### src/design/atss_pkg.sv
// constants, register map and types for the absolute time source block
package atss_pkg;
   localparam int unsigned clk_mhz = 100;
   localparam int unsigned one_sec_us = 1000000;
   localparam logic [19:0] us_max = 20'hF_423F;
   localparam logic [6:0] us_div = 7'h64;
   localparam logic [26:0] int_tick_cycles = 27'h5F5_E100;
   localparam logic [11:0] addr_ctrl = 12'h000;
   localparam logic [11:0] addr_port = 12'h004;
   localparam logic [11:0] addr_ptp0 = 12'h008;
   localparam logic [11:0] addr_ptp1 = 12'h00C;
   localparam logic [11:0] addr_stat = 12'h010;
   localparam logic [11:0] addr_dt = 12'h014;
   localparam logic [11:0] addr_us = 12'h018;
   localparam logic [11:0] addr_offs = 12'h01C;
   localparam logic [11:0] addr_nmea = 12'h020;
   localparam logic [15:0] port_reset = 16'h277E;
   localparam logic [31:0] ns_per_us = 32'h0000_03E8;
   localparam logic [6:0] limit_reset = 7'h01;
   localparam logic [6:0] limit_min = 7'h01;
   localparam logic [6:0] limit_max = 7'h64;
   localparam logic [6:0] domain_max = 7'h7F;
   localparam logic signed [3:0] ann_reset = 4'sh1;
   localparam logic signed [3:0] ann_min = -4'sh2;
   localparam logic signed [3:0] int_max = 4'sh3;
   localparam logic signed [3:0] sync_reset = 4'sh1;
   localparam logic signed [3:0] dreq_reset = 4'sh0;
   localparam logic signed [3:0] sync_min = -4'sh7;
   localparam logic [1:0] resp_okay = 2'b00;
   localparam logic [1:0] resp_slverr = 2'b10;
   typedef enum logic {atss_src_gnss, atss_src_ptp} atss_src_t;
   typedef enum logic {atss_nmea_rmc, atss_nmea_gga} atss_nmea_t;
   typedef enum logic [1:0] {atss_prof_1588, atss_prof_8021as, atss_prof_auto}
      atss_prof_t;
   typedef enum logic {atss_tr_udp, atss_tr_l2} atss_tr_t;
endpackage

### src/design/atss_us_counter.sv
// microsecond field below one second with alignment and full-second strobe
module atss_us_counter (
   input wire logic aclk,
   input wire logic aresetn,
   input wire logic align,
   output logic [19:0] us,
   output logic wrap
);
   logic [6:0] div;
   logic [6:0] next_div;
   logic [19:0] next_us;
   logic tick;

   always_comb begin
      tick = (div == atss_pkg::us_div - 7'h01);
      next_div = tick ? 7'h00 : div + 7'h01;
      next_us = us;
      wrap = tick && (us == atss_pkg::us_max);
      if (tick) begin
         next_us = wrap ? 20'h0_0000 : us + 20'h0_0001;
      end
      if (align) begin
         next_div = 7'h00;
         next_us = 20'h0_0000;
      end
      if (!aresetn) begin
         next_div = 7'h00;
         next_us = 20'h0_0000;
      end
   end

   always_ff @(posedge aclk) begin
      div <= next_div;
      us <= next_us;
   end
endmodule // atss_us_counter

### src/design/atss_time_core.sv
// absolute time source selection, system time keeping and setting registers

// Notes on behaviour
// - time from gnss (default) or ptp master
// - both locked: load date, align microseconds
// - sentence only: load date if pps unrequired
// - pps only: align us; none: nothing
// - seconds value plus separate microsecond field
// - gnss packet port, default 10110
// - ptp source stops gnss packets
// - profiles; udp transport only with 1588v2
// - domain 0 to 127, default 0
// - announce exponent -2..3, default 1
// - sync exponent -7..3, default 1
// - delay request exponent -7..3, default 0
// - gnss locked: full second at pps rise
// - nothing locked: internal 1 hz second
module atss_time_core (
   input wire logic aclk,
   input wire logic aresetn,
   input wire logic [11:0] s_axi_awaddr,
   input wire logic s_axi_awvalid,
   output logic s_axi_awready,
   input wire logic [31:0] s_axi_wdata,
   input wire logic [3:0] s_axi_wstrb,
   input wire logic s_axi_wvalid,
   output logic s_axi_wready,
   output logic [1:0] s_axi_bresp,
   output logic s_axi_bvalid,
   input wire logic s_axi_bready,
   input wire logic [11:0] s_axi_araddr,
   input wire logic s_axi_arvalid,
   output logic s_axi_arready,
   output logic [31:0] s_axi_rdata,
   output logic [1:0] s_axi_rresp,
   output logic s_axi_rvalid,
   input wire logic s_axi_rready,
   input wire logic pps_in,
   input wire logic nmea_lock_in,
   input wire logic pps_lock_in,
   input wire logic nmea_valid,
   input wire logic [31:0] nmea_seconds,
   input wire logic ptp_offset_valid,
   input wire logic [31:0] ptp_offset_ns,
   input wire logic ptp_second,
   output logic [31:0] date_time,
   output logic [19:0] us_stamp,
   output logic full_second,
   output logic ptp_locked,
   output logic gnss_pkt_en,
   output logic [15:0] gnss_port
);
   // synchronisers for pins from outside the clock domain
   logic [1:0] pps_s1, pps_s2, nl_s1, nl_s2, pl_s1;
   logic pps_q, pps_rise, nmea_lk, pps_lk;
   logic pl_s2;
   always_ff @(posedge aclk) begin
      pps_s1 <= {pps_s1[0], pps_in};
      nl_s1 <= {nl_s1[0], nmea_lock_in};
      pl_s1 <= {pl_s1[0], pps_lock_in};
      pps_q <= pps_s1[1];
   end
   assign pps_s2 = pps_s1;
   assign nl_s2 = nl_s1;
   assign pl_s2 = pl_s1[1];
   assign nmea_lk = nl_s2[1];
   assign pps_lk = pl_s2;
   assign pps_rise = pps_s1[1] && !pps_q;

   // settings
   atss_pkg::atss_src_t src, next_src;
   atss_pkg::atss_nmea_t nmode, next_nmode;
   atss_pkg::atss_prof_t prof, next_prof;
   atss_pkg::atss_tr_t tr, next_tr;
   logic req_pps, next_req_pps;
   logic [15:0] next_port;
   logic [6:0] limit, next_limit, domain, next_domain;
   logic signed [3:0] ann, next_ann, syn, next_syn, dreq, next_dreq;
   logic [31:0] next_dt;
   logic [31:0] offs_abs, next_offs_abs;
   logic next_ptp_locked;
   logic [26:0] tick_cnt, next_tick_cnt;
   logic int_tick;
   logic align;
   logic us_wrap;
   logic [31:0] lim_ns;

   // axi state
   logic aw_full, next_aw_full, w_full, next_w_full;
   logic [11:0] aw_addr, next_aw_addr;
   logic [31:0] w_data, next_w_data;
   logic next_bvalid, next_rvalid;
   logic [1:0] next_bresp, next_rresp;
   logic [31:0] next_rdata, rd_word, wr_word;
   logic wr_go, wr_ok, rd_ok;

   // saturate a signed exponent into its legal range
   function automatic logic signed [3:0] clampi(input logic signed [3:0] v,
         input logic signed [3:0] lo, input logic signed [3:0] hi);
      clampi = (v < lo) ? lo : ((v > hi) ? hi : v);
   endfunction

   atss_us_counter u_us (
      .aclk(aclk),
      .aresetn(aresetn),
      .align(align),
      .us(us_stamp),
      .wrap(us_wrap)
   );

   always_comb begin
      s_axi_awready = !aw_full && !s_axi_bvalid;
      s_axi_wready = !w_full && !s_axi_bvalid;
      s_axi_arready = !s_axi_rvalid;
      wr_go = aw_full && w_full && !s_axi_bvalid;
      // lock window in ns from the microsecond limit
      lim_ns = 32'(limit) * atss_pkg::ns_per_us;
      // byte lanes without a strobe arrive as zero
      wr_word = 32'h0000_0000;
      for (int i = 0; i < 4; i++) begin
         if (s_axi_wstrb[i]) begin
            wr_word[i*8 +: 8] = s_axi_wdata[i*8 +: 8];
         end
      end
      case (s_axi_araddr)
         atss_pkg::addr_ctrl: rd_word = {26'h000_0000, tr, prof, nmode, req_pps, src};
         atss_pkg::addr_port: rd_word = {16'h0, gnss_port};
         atss_pkg::addr_ptp0: rd_word = {9'h0, domain, 9'h0, limit};
         atss_pkg::addr_ptp1: rd_word = {20'h0, 4'(dreq), 4'(syn), 4'(ann)};
         atss_pkg::addr_stat: rd_word = {28'h0, ptp_locked, pps_lk, nmea_lk, full_second};
         atss_pkg::addr_dt: rd_word = date_time;
         atss_pkg::addr_us: rd_word = {12'h0, us_stamp};
         atss_pkg::addr_offs: rd_word = offs_abs;
         default: rd_word = 32'h0000_0000;
      endcase
      rd_ok = (s_axi_araddr <= atss_pkg::addr_offs) && (s_axi_araddr[1:0] == 2'b00);
      wr_ok = (aw_addr <= atss_pkg::addr_ptp1) && (aw_addr[1:0] == 2'b00);
      next_aw_full = aw_full;
      next_w_full = w_full;
      next_aw_addr = aw_addr;
      next_w_data = w_data;
      if (s_axi_awvalid && s_axi_awready) begin
         next_aw_full = 1'b1;
         next_aw_addr = s_axi_awaddr;
      end
      if (s_axi_wvalid && s_axi_wready) begin
         next_w_full = 1'b1;
         next_w_data = wr_word;
      end
      next_bvalid = s_axi_bvalid && !s_axi_bready;
      next_bresp = s_axi_bresp;
      next_rvalid = s_axi_rvalid && !s_axi_rready;
      next_rdata = s_axi_rdata;
      next_rresp = s_axi_rresp;
      if (s_axi_arvalid && s_axi_arready) begin
         next_rvalid = 1'b1;
         next_rdata = rd_word;
         next_rresp = rd_ok ? atss_pkg::resp_okay : atss_pkg::resp_slverr;
      end
      next_src = src;
      next_req_pps = req_pps;
      next_nmode = nmode;
      next_prof = prof;
      next_tr = tr;
      next_port = gnss_port;
      next_limit = limit;
      next_domain = domain;
      next_ann = ann;
      next_syn = syn;
      next_dreq = dreq;
      if (wr_go) begin
         next_aw_full = 1'b0;
         next_w_full = 1'b0;
         next_bvalid = 1'b1;
         next_bresp = wr_ok ? atss_pkg::resp_okay : atss_pkg::resp_slverr;
         case (aw_addr)
            atss_pkg::addr_ctrl: begin
               next_src = atss_pkg::atss_src_t'(w_data[0]);
               next_req_pps = w_data[1];
               next_nmode = atss_pkg::atss_nmea_t'(w_data[2]);
               if (w_data[4:3] <= 2'(atss_pkg::atss_prof_auto)) begin
                  next_prof = atss_pkg::atss_prof_t'(w_data[4:3]);
               end
               next_tr = atss_pkg::atss_tr_t'(w_data[5]);
               // udp only under 1588v2, otherwise forced to layer 2
               if (next_prof != atss_pkg::atss_prof_1588) begin
                  next_tr = atss_pkg::atss_tr_l2;
               end
            end
            atss_pkg::addr_port: next_port = w_data[15:0];
            atss_pkg::addr_ptp0: begin
               if (w_data[6:0] >= atss_pkg::limit_min && w_data[6:0] <= atss_pkg::limit_max) begin
                  next_limit = w_data[6:0];
               end
               next_domain = w_data[22:16] & atss_pkg::domain_max;
            end
            atss_pkg::addr_ptp1: begin
               // 2**n second periods, held as signed exponents
               next_ann = clampi(signed'(w_data[3:0]), atss_pkg::ann_min, atss_pkg::int_max);
               next_syn = clampi(signed'(w_data[7:4]), atss_pkg::sync_min, atss_pkg::int_max);
               next_dreq = clampi(signed'(w_data[11:8]), atss_pkg::sync_min, atss_pkg::int_max);
            end
            default: next_src = src;
         endcase
      end
      // time source and update decisions
      next_offs_abs = offs_abs;
      next_ptp_locked = ptp_locked;
      if (ptp_offset_valid) begin
         next_offs_abs = ptp_offset_ns[31] ? 32'(-ptp_offset_ns) : ptp_offset_ns;
         next_ptp_locked = (next_offs_abs <= lim_ns);
      end
      if (src != atss_pkg::atss_src_ptp) begin
         next_ptp_locked = 1'b0;
      end
      next_dt = date_time;
      align = 1'b0;
      int_tick = (tick_cnt == atss_pkg::int_tick_cycles - 27'h1);
      next_tick_cnt = int_tick ? 27'h0 : tick_cnt + 27'h1;
      full_second = 1'b0;
      if (src == atss_pkg::atss_src_gnss) begin
         if (nmea_lk && nmea_valid && (pps_lk || !req_pps)) begin
            next_dt = nmea_seconds;
         end
         if (pps_lk && pps_rise) begin
            align = 1'b1;
         end
         if (nmea_lk && pps_lk) begin
            full_second = pps_rise;
         end
      end else if (ptp_locked) begin
         full_second = ptp_second;
         align = ptp_second;
      end
      if (!full_second && !(src == atss_pkg::atss_src_gnss && nmea_lk && pps_lk)
            && !(src == atss_pkg::atss_src_ptp && ptp_locked)) begin
         full_second = int_tick;
      end
      // seconds count on from the local microsecond field
      if (next_dt == date_time && us_wrap) begin
         next_dt = date_time + 32'h0000_0001;
      end
      gnss_pkt_en = (src == atss_pkg::atss_src_gnss);
      if (!aresetn) begin
         next_aw_full = 1'b0;
         next_w_full = 1'b0;
         next_aw_addr = 12'h000;
         next_w_data = 32'h0000_0000;
         next_bvalid = 1'b0;
         next_bresp = atss_pkg::resp_okay;
         next_rvalid = 1'b0;
         next_rdata = 32'h0000_0000;
         next_rresp = atss_pkg::resp_okay;
         next_src = atss_pkg::atss_src_gnss;
         next_req_pps = 1'b1;
         next_nmode = atss_pkg::atss_nmea_rmc;
         next_prof = atss_pkg::atss_prof_1588;
         next_tr = atss_pkg::atss_tr_udp;
         next_port = atss_pkg::port_reset;
         next_limit = atss_pkg::limit_reset;
         next_domain = 7'h00;
         next_ann = atss_pkg::ann_reset;
         next_syn = atss_pkg::sync_reset;
         next_dreq = atss_pkg::dreq_reset;
         next_dt = 32'h0000_0000;
         next_offs_abs = 32'h0000_0000;
         next_ptp_locked = 1'b0;
         next_tick_cnt = 27'h0;
      end
   end

   always_ff @(posedge aclk) begin
      aw_full <= next_aw_full;
      w_full <= next_w_full;
      aw_addr <= next_aw_addr;
      w_data <= next_w_data;
      s_axi_bvalid <= next_bvalid;
      s_axi_bresp <= next_bresp;
      s_axi_rvalid <= next_rvalid;
      s_axi_rdata <= next_rdata;
      s_axi_rresp <= next_rresp;
      src <= next_src;
      req_pps <= next_req_pps;
      nmode <= next_nmode;
      prof <= next_prof;
      tr <= next_tr;
      gnss_port <= next_port;
      limit <= next_limit;
      domain <= next_domain;
      ann <= next_ann;
      syn <= next_syn;
      dreq <= next_dreq;
      date_time <= next_dt;
      offs_abs <= next_offs_abs;
      ptp_locked <= next_ptp_locked;
      tick_cnt <= next_tick_cnt;
   end
endmodule // atss_time_core

### config.mk
export PLATFORM = sky130hd
export DESIGN_NAME = atss_time_core
export DESIGN_NICKNAME = d
export VERILOG_FILES = /design/src/design/atss_pkg.sv /design/src/design/atss_us_counter.sv /design/src/design/atss_time_core.sv
export SDC_FILE = /design/constraint.sdc
export NUM_CORES = 1
export LEC_CHECK = 0
export BUFFER_PORTS_ARGS = -buffer_cell sky130_fd_sc_hd__clkbuf_2
export CORE_AREA = 4 4 141 211
export CTS_BUF_LIST = sky130_fd_sc_hd__clkbuf_4
export DETAILED_ROUTE_END_ITERATION = 10
export DIE_AREA = 0 0 145 215
export PLACE_DENSITY_LB_ADDON = 0.25
export SLEW_MARGIN = 40
export SYNTH_ARGS = -nofsm -noshare
export SYNTH_HDL_FRONTEND = slang
export SYNTH_SLANG_ARGS = --single-unit
### constraint.sdc
create_clock -name aclk -period 5.56 [get_ports aclk]
set_input_delay 1.112 -clock aclk [delete_from_list [all_inputs] [get_ports aclk]]
set_output_delay 1.112 -clock aclk [all_outputs]
set_load 0.02 [all_outputs]
### Word level (Yosys, flattened, before mapping)

Cells that the tools add are included.
W data, S select, Z words.

| word-level totals | value |
|---|---|
| register bits | 249 |
| bits of input ports | 137 |
| logic and storage cells | 144 |

| cells by class | value |
|---|---|
| add/sub/neg operators | 5 |
| $mul | 1 |
| magnitude comparators | 12 |
| eq/ne operators | 14 |
| multiplexer cells | 29 |
| bitwise gates (word level) | 2 |
| reduce and logical (&&, ||, !) cells | 51 |

Operator list:

| operator | count |
|---|---|
| $pmux W32 S8 | 1 |
| $mux W32 | 4 |
| $eq A12 B4 Y1 const B | 4 |
| $eq A12 B5 Y1 const B | 4 |
| $add A32 B1 Y32 const B | 1 |
| $eq A32 B32 Y1 | 1 |
| $le A32 B17 Y1 | 1 |
| $neg A32 Y32 | 1 |
| $add A27 B1 Y27 const B | 1 |
| $eq A27 B27 Y1 const B | 1 |
| $eq A12 B3 Y1 const B | 2 |
| $logic_and A1 B1 Y1 | 24 |
| $logic_not A12 Y1 | 2 |
| $mux W4 | 6 |
| $add A20 B1 Y20 const B | 1 |
| $eq A20 B20 Y1 const B | 1 |
| $mux W20 | 1 |
| $mux W8 | 2 |
| $mul A7 B7 Y14 const B | 1 |
| $gt A4 B3 Y1 const B | 3 |
| $le A12 B4 Y1 const B | 1 |
| $le A12 B5 Y1 const B | 1 |
| $logic_not A1 Y1 | 11 |
| $mux W2 | 5 |
| 17 further kinds | 34 |

### Longest topological paths before layout

Gate-level depths: netlist of run 1.

| logic depth | value |
|---|---|
| depth after elaboration | 9 |
| depth in mapped cells | 22 |
| depth with buffers taken out | 22 |

### Hierarchy

From an unflattened synthesis of run 1, not the netlist that was laid out.

| second synthesis, totals | value |
|---|---|
| cells, all modules | 1,637 |
| area, all modules | 13,721.9 um^2 |

By module, submodules not included:

| module | times used | cells each | area each (um^2) | seq. area each (um^2) |
|---|---|---|---|---|
| atss_time_core | 1 | 1,487 | 12,420.7 | 4,404.2 |
| atss_us_counter | 1 | 150 | 1,301.2 | 540.5 |

### Worst setup path after synthesis of run 1

No wires, ideal clock.

| timing | value |
|---|---|
| kind | reg-to-reg |
| start point | register limit[0] |
| end point | register ptp_locked |
| setup time | 69 ps |
| data arrival time | 4,909 ps |
| data required time | 5,491 ps |
| path slack | 582 ps |
| cell stages (with the launch flop) | 21 |
| period minus slack after synthesis | 4,978 ps |
| path through | dfxtp_1 > fa_1 > fa_1 > inv_1 > fa_1 > fa_1 > inv_1 > ha_1 > inv_1 > o21ai_0 > a21oi_1 > o21ai_0 > o311a_1 > ha_1 > nand4_1 > nor3_1 > a21bo_2 > o211ai_1 > a2111oi_2 > nand4_1 > o21ai_1 |

| on the way | value |
|---|---|
| cells in the longest elaborated chain, start to end | 2 |

Ends and longest elaborated chain:

| what | line | text |
|---|---|---|
| start, declared | atss_time_core.sv:77 | `logic [6:0] limit, next_limit, domain, next_domain;` |
| start signal, assigned | atss_time_core.sv:288 | `limit <= next_limit;` |
| $mul A7 B7 Y14 | atss_time_core.sv:117 | `lim_ns = 32'(limit) * atss_pkg::ns_per_us;` |
| $le A32 B17 Y1 | atss_time_core.sv:211 | `next_ptp_locked = (next_offs_abs <= lim_ns);` |
| end signal, assigned | atss_time_core.sv:295 | `ptp_locked <= next_ptp_locked;` |
| end, declared | atss_time_core.sv:49 | `output logic ptp_locked,` |

No other way between the ends.
A chain may end at the register's enable or synchronous reset.

### Final worst setup path of run 1

| timing | value |
|---|---|
| start point | register limit[1] |
| end point | register ptp_locked |

The elaborated chain is that of the path after synthesis.

==> results_dict.tcl, run 1 <==
set metrics [dict create \
    route.detailed.drc 0 \
    yosysMostFrequentCell "dfxtp_1" \
    async_reset_ff_share_pct 0 \
    p_leak_nw 6.43 \
    ir_drop_mv 0.165 \
    dp_hpwl_mm 34.4 \
    synth.distinct_cells 71 \
    whs_ns 0.330 \
    grt_max_degree 134 \
    layout_min_cycle_time_ns 5.21 \
    port_buffers 236 \
    p_per_area_nw_per_um2 237 \
    synth_area_um2 13500 \
    start_util_pct 48.4 \
    status "finished clean" \
    synthTopCellsByCount "dfxtp_1, nand2_1, nor2_1, a21oi_1, clkbuf_1" \
    synthTopCellsByArea "dfxtp_1, ha_1, nand2_1" \
    yosysWarnings 0 \
    wl_mm 44.7 \
    cts_tree "yes" \
    cts_root_buffer "clkbuf_4" \
    cts.sinks 247 \
    cts_buffer_depth 3 \
    multi_input_area_um2 7950 \
    endpoint_kind "flop" \
    ys_ff_latch 247 \
    rsz0062_at_grt "no" \
    n_fill_cell 2630 \
    yosys.area.top_type "dfxtp_1" \
    grt_overflow 0 \
    seq_area_um2 4950 \
    crit_type "flop to flop" \
    place_congestion 0.929 \
    ys_seq_area_share_pct 36.7 \
    holdCritPathClass "flop to flop" \
    final_layout_size_suffix_gt1_share_pct 20.1 \
    ant_nets 0 \
    postCtsSetupBuffers 0 \
    slew_headroom_pct 40.9 \
    htreeDepth 2 \
    rrSetupSlack_ns 0.35 \
    stdcell_count 2235 \
    grt_pass1_vias 12928 \
    ys.flop_type "dfxtp_1" \
    critPathRequiredTime_ns 6.18 \
    area_growth_pct 16.1 \
    slew_violations 0 \
    syn_area_per_cell_um2 8.30 \
    cts_hold_buffers 0 \
    antenna_found_initial 1 \
    clock_skew_ns 0.0703 \
    tightest_slew_ns 0.886 \
    drt_iter0_markers 1111 \
    tns_ns 0 \
    vias 13222 \
    fin_nets 2056 \
    finalHoldViolations 0 \
    post-route-period-util_pct 93.7 \
    dieWidth_um 145 \
    cp-start-kind "flop" \
    synth_edf_count 0 \
    synth_top_area_share_pct 36.7 \
    synthCells 1626 \
    worstPathArrival_ns 5.83 \
    maxCapViolations 0 \
    rows 75 \
    fmax_ghz 0.192 \
    io_pins 249 \
    tritoncts.num_buffers 59 \
    clk_latency_ns 0.74 \
    via_per_inst 5.92 \
    dp.cells 2133 \
    grt_usage_pct 27.7 \
    die_area_um2 31200 \
    routedWlPerCell_um 20.0 \
    setup_violations 0 \
    die_height_um 215 \
    core_um2 27900 \
    firstDrtPassIters 5 \
    grt_pass1_wl_mm 69.3 \
    path_clk_slew_ns 0.07 \
    cts.repair.resized 0 \
    cp_max_fo 6 \
]
[worst max-delay path, cell delays in order, from the launching register on]
cell       delay (ns)
dfxtp_2          0.39
fa_1             0.47
fa_1             0.53
inv_1            0.05
fa_1             0.47
fa_1             0.51
inv_1            0.05
ha_1             0.31
inv_1            0.09
o21ai_0          0.09
a21oi_1          0.23
o21ai_1          0.17
o311a_1          0.38
ha_1             0.30
nand4_1          0.12
nor3_1           0.08
a21bo_2          0.19
o211ai_1         0.11
a2111oi_2        0.37
nand4_1          0.12
o21ai_1          0.13
[power breakdown]
group	internal [mW]	total, mW	switching [mW]
sequential	1.82	1.89	0.0698
combinational	0.146	0.386	0.240
clock	0.718	1.44	0.723
total	2.69	3.72	1.03
[cells by family (layout without fill, tap and decap cells)]
| kind of cell | count (synthesis) | count (layout) | share of synthesized area [%] |
|---|---|---|---|
| AO/OA/AOI/OAI | 363 | 363 | 18.2 |
| XOR/XNOR | 105 | 105 | 6.82 |
| adder cells (fa/ha/maj) | 71 | 71 | 7.59 |
| buffers and inverters | 168 | 428 | 4.83 |
| flip-flops | 247 | 247 | 36.7 |
| multiplexers | 41 | 41 | 3.04 |
| other | 1 | 4 | 0.0278 |
| AND/OR/NAND/NOR | 630 | 630 | 22.9 |
[routing by layer]
layer | share of wire, % | vias to the layer above | track usage, %
li1 | - | 6298 | -
met1 | 36 | 6205 | 30.3
met2 | 50 | 575 | 49.2
met3 | 6.9 | 144 | 5.27
met4 | 6.4 | 0 | 17.1
met5 | 0 | - | 0
[layout make-up]
cell class	count	share of cell area [%]
Clock inverter	12	0.336
Antenna cell	2	0.0320
Timing Repair Buffer	256	8.59
Clock buffer	88	4.22
Tap cell	346	2.76
Sequential cell	247	31.6
Multi-Input combinational cell	1212	50.7
Inverter	72	1.74
[stage by stage]
stage	setup WS [ns]	area, um^2	power (mW)	util, %
2_1_floorplan	0.582	13500	2.13	-
3_3_place_gp	0.240	14900	2.30	53.4
3_5_place_dp	0.180	14900	2.31	53.6
4_1_cts	0.149	15700	3.75	56.2
5_1_grt	0.000829	15700	3.89	56.2
6_report	0.353	15700	3.72	56.2
[registers in the layout, indices dropped and copies added, names as in the netlist, 2 cells and up]
signal       cells
date_time       32
offs_abs        32
s_axi_rdata     32
tick_cnt        27
w_data          23
u_us.us         20
gnss_port       16
aw_addr         12
domain           7
limit            7
u_us.div         7
ann              4
dreq             4
syn              4
nl_s1            2
pl_s1            2
pps_s1           2
prof             2
[worst paths after layout]
kind,start,endpoint,depth (start not counted)
hold / removal,nl_s1[0],nl_s1[1],0
setup / recovery,limit[1],ptp_locked,20
setup reg to reg,limit[1],ptp_locked,20
hold reg to reg,nl_s1[0],nl_s1[1],0
[layout by cell type, fill, tap and decap left out, drive strengths merged, types with 27 or more instances in the layout]
master and instances:
mux2i 41, xor2 43, ha 53, clkbuf 324, a21oi 101, inv 75
nand3 80, nor3 31, nand2 172, o21ai 63, a22oi 52, xnor2 62
dfxtp 247, nor2 153, and3 27
No activity file was read; power rests on OpenSTA's default activity.
==> run 2: changes to the inputs <==
--- a/config.mk
+++ b/config.mk
@@ -11,6 +11,7 @@
 export DETAILED_ROUTE_END_ITERATION = 10
 export DIE_AREA = 0 0 145 215
 export PLACE_DENSITY_LB_ADDON = 0.25
+export REMOVE_ABC_BUFFERS = 1
 export SLEW_MARGIN = 40
 export SYNTH_ARGS = -nofsm -noshare
 export SYNTH_HDL_FRONTEND = slang
==> results_dict.tcl, run 2 (synthesis results as in run 1) <==
set metrics [dict create \
    critPathRequiredTime_ns 6.22 \
    n_fill_cell 2627 \
    cp_max_fo 6 \
    maxCapViolations 0 \
    finalHoldViolations 0 \
    p_leak_nw 6.44 \
    grt_pass1_vias 13029 \
    clock_skew_ns 0.0441 \
    ant_nets 0 \
    ir_drop_mv 0.184 \
    cts_hold_buffers 0 \
    route.detailed.drc 0 \
    cp_top_family "adder cells" \
    io_pins 249 \
    clk_latency_ns 0.76 \
    fmax_ghz 0.192 \
    tritoncts.num_buffers 60 \
    slowest_delay_ns 0.52 \
    status "finished clean" \
    fin_nets 2057 \
    cts_tree "yes" \
    endpoint_kind "flop" \
    wl_mm 44.3 \
    slew_violations 0 \
    p_per_area_nw_per_um2 240 \
    worstPathArrival_ns 5.88 \
    postCtsSetupBuffers 0 \
    grt_pass1_wl_mm 69.1 \
    rsz0062_at_grt "no" \
    tns_ns 0 \
    htreeDepth 2 \
    firstDrtPassIters 8 \
    dieWidth_um 145 \
    crit_type "flop to flop" \
    cts_buffer_depth 3 \
    holdCritPathClass "flop to flop" \
    dp_hpwl_mm 33.9 \
    final_common_cell "dfxtp_1" \
    final_cell_mix "dfxtp_1, clkbuf_2, nand2_1, nor2_1, a21oi_1" \
    grt_overflow 0 \
    routedWlPerCell_um 19.8 \
    post-route-period-util_pct 93.8 \
    die_area_um2 31200 \
    cp-start-kind "flop" \
    rows 75 \
    final_layout_size_suffix_gt1_share_pct 20.4 \
    top_regs "date_time x32, offs_abs x32, s_axi_rdata x32" \
    path_buf_inv 3 \
    start_util_pct 48.4 \
    area_growth_pct 16.5 \
    tightest_slew_ns 0.796 \
    port_buffers 236 \
    core_um2 27900 \
    crit_chain "fa_2 -> fa_1 -> inv_1 -> fa_1 -> fa_1 -> inv_1 -> ha_1 -> inv_1 -> o21ai_0 -> a21oi_1 -> o21ai_1 -> o311a_1 -> ha_1 -> nand4_1 -> nor3_2 -> a21oi_1 -> a2111oi_2 -> nand4_1 -> o21ai_1" \
    die_height_um 215 \
    place_congestion 0.964 \
    slew_headroom_pct 46.7 \
    vias 13211 \
    setup_violations 0 \
    drt_iter0_markers 813 \
    grt_usage_pct 27.4 \
    layout_min_cycle_time_ns 5.22 \
    cts.sinks 247 \
    cts_root_buffer "clkbuf_4" \
    via_per_inst 5.91 \
    cts.repair.resized 0 \
    final_core_util_pct 56.4 \
    grt_max_degree 86 \
    path_clk_slew_ns 0.07 \
    cpMaxStageDelayCell "fa_1" \
    antenna_found_initial 1 \
]
[run 2: routing by layer]
layer / wire length (um) / vias to the layer above / global-route usage, %
met1: 16200 / 6245 / 29.7
met5: 0 / - / 0
met4: 2980 / 0 / 17.1
li1: - / 6307 / -
met3: 3070 / 149 / 5.42
met2: 22000 / 510 / 48.8
[run 2: worst register-to-register path: stages, from the launching register on]
cell       delay (ns)
dfxtp_2          0.39
fa_2             0.49
fa_1             0.52
inv_1            0.05
fa_1             0.48
fa_1             0.52
inv_1            0.04
ha_1             0.29
inv_1            0.09
o21ai_0          0.10
a21oi_1          0.22
o21ai_1          0.17
o311a_1          0.37
ha_1             0.30
nand4_1          0.14
nor3_2           0.22
a21oi_1          0.13
a2111oi_2        0.38
nand4_1          0.12
o21ai_1          0.13
[run 2: stage by stage]
step | instances | instance area (um^2) | total power [mW] | hold slack [ns] | setup slack [ns]
after floorplan | 1531 | 13100 | 2.11 | 0.310 | 0.582
after detailed placement | 2133 | 14900 | 2.30 | 0.352 | 0.164
after global placement | 2130 | 14900 | 2.29 | 0.355 | 0.284
after global routing | 2235 | 15700 | 3.93 | 0.388 | 0.000596
final | 2235 | 15700 | 3.77 | 0.382 | 0.344
after CTS | 2234 | 15700 | 3.80 | 0.375 | 0.126
[run 2: where the power goes]
group / internal [mW] / switching [mW]
combinational: 0.145 / 0.236
clock: 0.757 / 0.746
sequential: 1.82 / 0.0638
[run 2: worst paths after layout]
kind	from	to	slack, ns	depth (start not counted)
setup / recovery	limit[1]	ptp_locked	0.34	19
hold / removal	pps_s1[1]	pps_q	0.38	0
setup reg to reg	limit[1]	ptp_locked	0.34	19
hold reg to reg	pps_s1[1]	pps_q	0.38	0
[run 2: area by class of cell]
cell class / count / area [um^2] / area share [%]
Inverter: 72 / 273 / 1.74
Clock inverter: 15 / 104 / 0.661
Tap cell: 346 / 433 / 2.76
Clock buffer: 86 / 646 / 4.11
Sequential cell: 247 / 4950 / 31.5
Multi-Input combinational cell: 1212 / 7970 / 50.7
Timing Repair Buffer: 256 / 1340 / 8.50
Antenna cell: 1 / 2.50 / 0.0159
==> run 3: changes to the inputs <==
--- a/config.mk
+++ b/config.mk
@@ -6,10 +6,10 @@
 export NUM_CORES = 1
 export LEC_CHECK = 0
 export BUFFER_PORTS_ARGS = -buffer_cell sky130_fd_sc_hd__clkbuf_2
-export CORE_AREA = 4 4 141 211
+export CORE_AREA = 2 2 139 209
 export CTS_BUF_LIST = sky130_fd_sc_hd__clkbuf_4
 export DETAILED_ROUTE_END_ITERATION = 10
-export DIE_AREA = 0 0 145 215
+export DIE_AREA = 0 0 141 211
 export PLACE_DENSITY_LB_ADDON = 0.25
 export REMOVE_ABC_BUFFERS = 1
 export SLEW_MARGIN = 40
==> results_dict.tcl, run 3 (synthesis results as in run 1) <==
set metrics [dict create \
    r2r_start "limit[0]" \
    fin_ws_ns 0.267 \
    worstPathArrival_ns 5.94 \
    tightest_slew_ns 0.774 \
    status "finished clean" \
    layout_min_cycle_time_ns 5.29 \
    htreeDepth 2 \
    holdCritPathClass "flop to flop" \
    grt_pass1_vias 12789 \
    fin_nets 2058 \
    seq_area_um2 4950 \
    path_clk_slew_ns 0.07 \
    setup_violations 0 \
    cts_buffer_depth 3 \
    cts_tree "yes" \
    path_buf_inv 3 \
    multi_input_area_um2 7970 \
    slew_violations 0 \
    clk_latency_ns 0.76 \
    slew_headroom_pct 48.2 \
    crit_chain "buf_4 -> ha_1 -> ha_1 -> inv_1 -> fa_1 -> inv_1 -> fa_1 -> ha_1 -> nor2b_1 -> o21ai_0 -> a21boi_1 -> o21ai_1 -> a21oi_1 -> nor2_1 -> xor2_1 -> ha_1 -> a21oi_1 -> nand2_1 -> a211oi_1 -> o211ai_1 -> a2111oi_2 -> nand4_1 -> o21ai_1" \
    cpMaxStageDelayCell "fa_1" \
    min_path_cells 0 \
    maxCapViolations 0 \
    holdPathEnd "pps_s1[1]" \
    whs_ns 0.332 \
    clock_skew_ns 0.0480 \
    slowest_delay_ns 0.50 \
    cp_max_fo 6 \
    worst_path_most_repeated_cell "ha_1" \
    rows 75 \
    grt_overflow 0 \
    critPathRequiredTime_ns 6.21 \
    die_area_um2 29800 \
    start_util_pct 48.4 \
    p_per_area_nw_per_um2 236 \
    rsz0062_at_grt "no" \
    top_regs "date_time x32, offs_abs x32, s_axi_rdata x32" \
    core_um2 27900 \
    route.detailed.drc 0 \
    vias 13145 \
    via_per_inst 5.87 \
    grt_usage_pct 29.4 \
    n_fill_cell 2689 \
    r2r_cells 23 \
    cp_top_family "adder cells" \
    final_common_cell "dfxtp_1" \
    drt_iter0_markers 790 \
    area_growth_pct 16.5 \
    post-route-period-util_pct 95.2 \
    grt_pass1_wl_mm 68.6 \
    tns_ns 0 \
    finalHoldViolations 0 \
    pre_cts_slack_ns 0.137 \
    r2r_end "ptp_locked" \
    endpoint_kind "flop" \
    final_cell_mix "dfxtp_1, clkbuf_2, nand2_1, nor2_1, a21oi_1" \
    ant_nets 0 \
    crit_type "flop to flop" \
    wl_mm 44.8 \
    cp-start-kind "flop" \
    cts_root_buffer "clkbuf_4" \
    tritoncts.num_buffers 59 \
    grt_max_degree 93 \
    final_layout_size_suffix_gt1_share_pct 20.1 \
    antenna_found_initial 1 \
    firstDrtPassIters 6 \
    routedWlPerCell_um 20.0 \
    fmax_ghz 0.189 \
    p_leak_nw 6.41 \
    rrSetupSlack_ns 0.27 \
    dieWidth_um 141 \
    io_pins 249 \
    dp_hpwl_mm 33.8 \
    min_from "pps_s1[0]" \
    cts.sinks 247 \
    port_buffers 236 \
    die_height_um 211 \
    ir_drop_mv 0.166 \
    place_congestion 0.962 \
    cts_hold_buffers 0 \
]
==> run 3: cell types whose count changed in the layout (fill, tap and decap cells not counted), moves of 2 or more <==
cell / previous run / this run
nor3_1: 28 / 30
clkbuf_4: 86 / 80
clkinv_1: 7 / 18
inv_6: 0 / 2
==> run 3: cell type report <==
type	instances	area share [%]
inverters	72	1.74
multi-input cells	1212	50.7
clock inverters	24	0.685
repair buffers	258	8.76
well taps	346	2.75
flip-flops and latches	247	31.5
clock buffers	80	3.82
diodes	1	0.0159
==> run 3: metal layers <==
layer,GRT usage (%),vias to the layer above,share of wire (%)
met1,32.3,6271,37
met2,52.1,464,51
met4,19.4,0,6.4
met3,4.74,118,5.7
li1,-,6292,-
met5,0,-,0
==> run 3: report_power, final <==
part / internal (mW) / total, mW / switching [mW]
combinational: 0.146 / 0.384 / 0.238
clock: 0.672 / 1.43 / 0.761
sequential: 1.82 / 1.88 / 0.0641
==> run 3: repair_timing <==
action	CTS	global route
resized for setup	0	10
endpoints found under the setup margin	0	1
buffers inserted	0	1
==> run 3: per-stage QoR <==
stage          utilization (%)  cell area (um^2)  cells  power [mW]
2_1_floorplan                -             13100   1531        2.11
3_3_place_gp              53.4             14900   2129        2.29
3_5_place_dp              53.6             14900   2132        2.30
4_1_cts                   56.1             15600   2236        3.73
5_1_grt                   56.4             15700   2240        3.86
6_report                  56.4             15700   2240        3.70
==> run 3: worst max-delay path by stage <==
stage / startpoint / endpoint / slack (ns) / cells past startpoint
2_1_floorplan: limit[0] / ptp_locked / 0.58 / 20
3_3_place_gp: limit[1] / ptp_locked / 0.26 / 21
3_5_place_dp: limit[1] / ptp_locked / 0.14 / 21
4_1_cts: limit[1] / ptp_locked / 0.07 / 21
5_1_grt: limit[1] / ptp_locked / 0.003 / 21
6_report: limit[0] / ptp_locked / 0.27 / 23
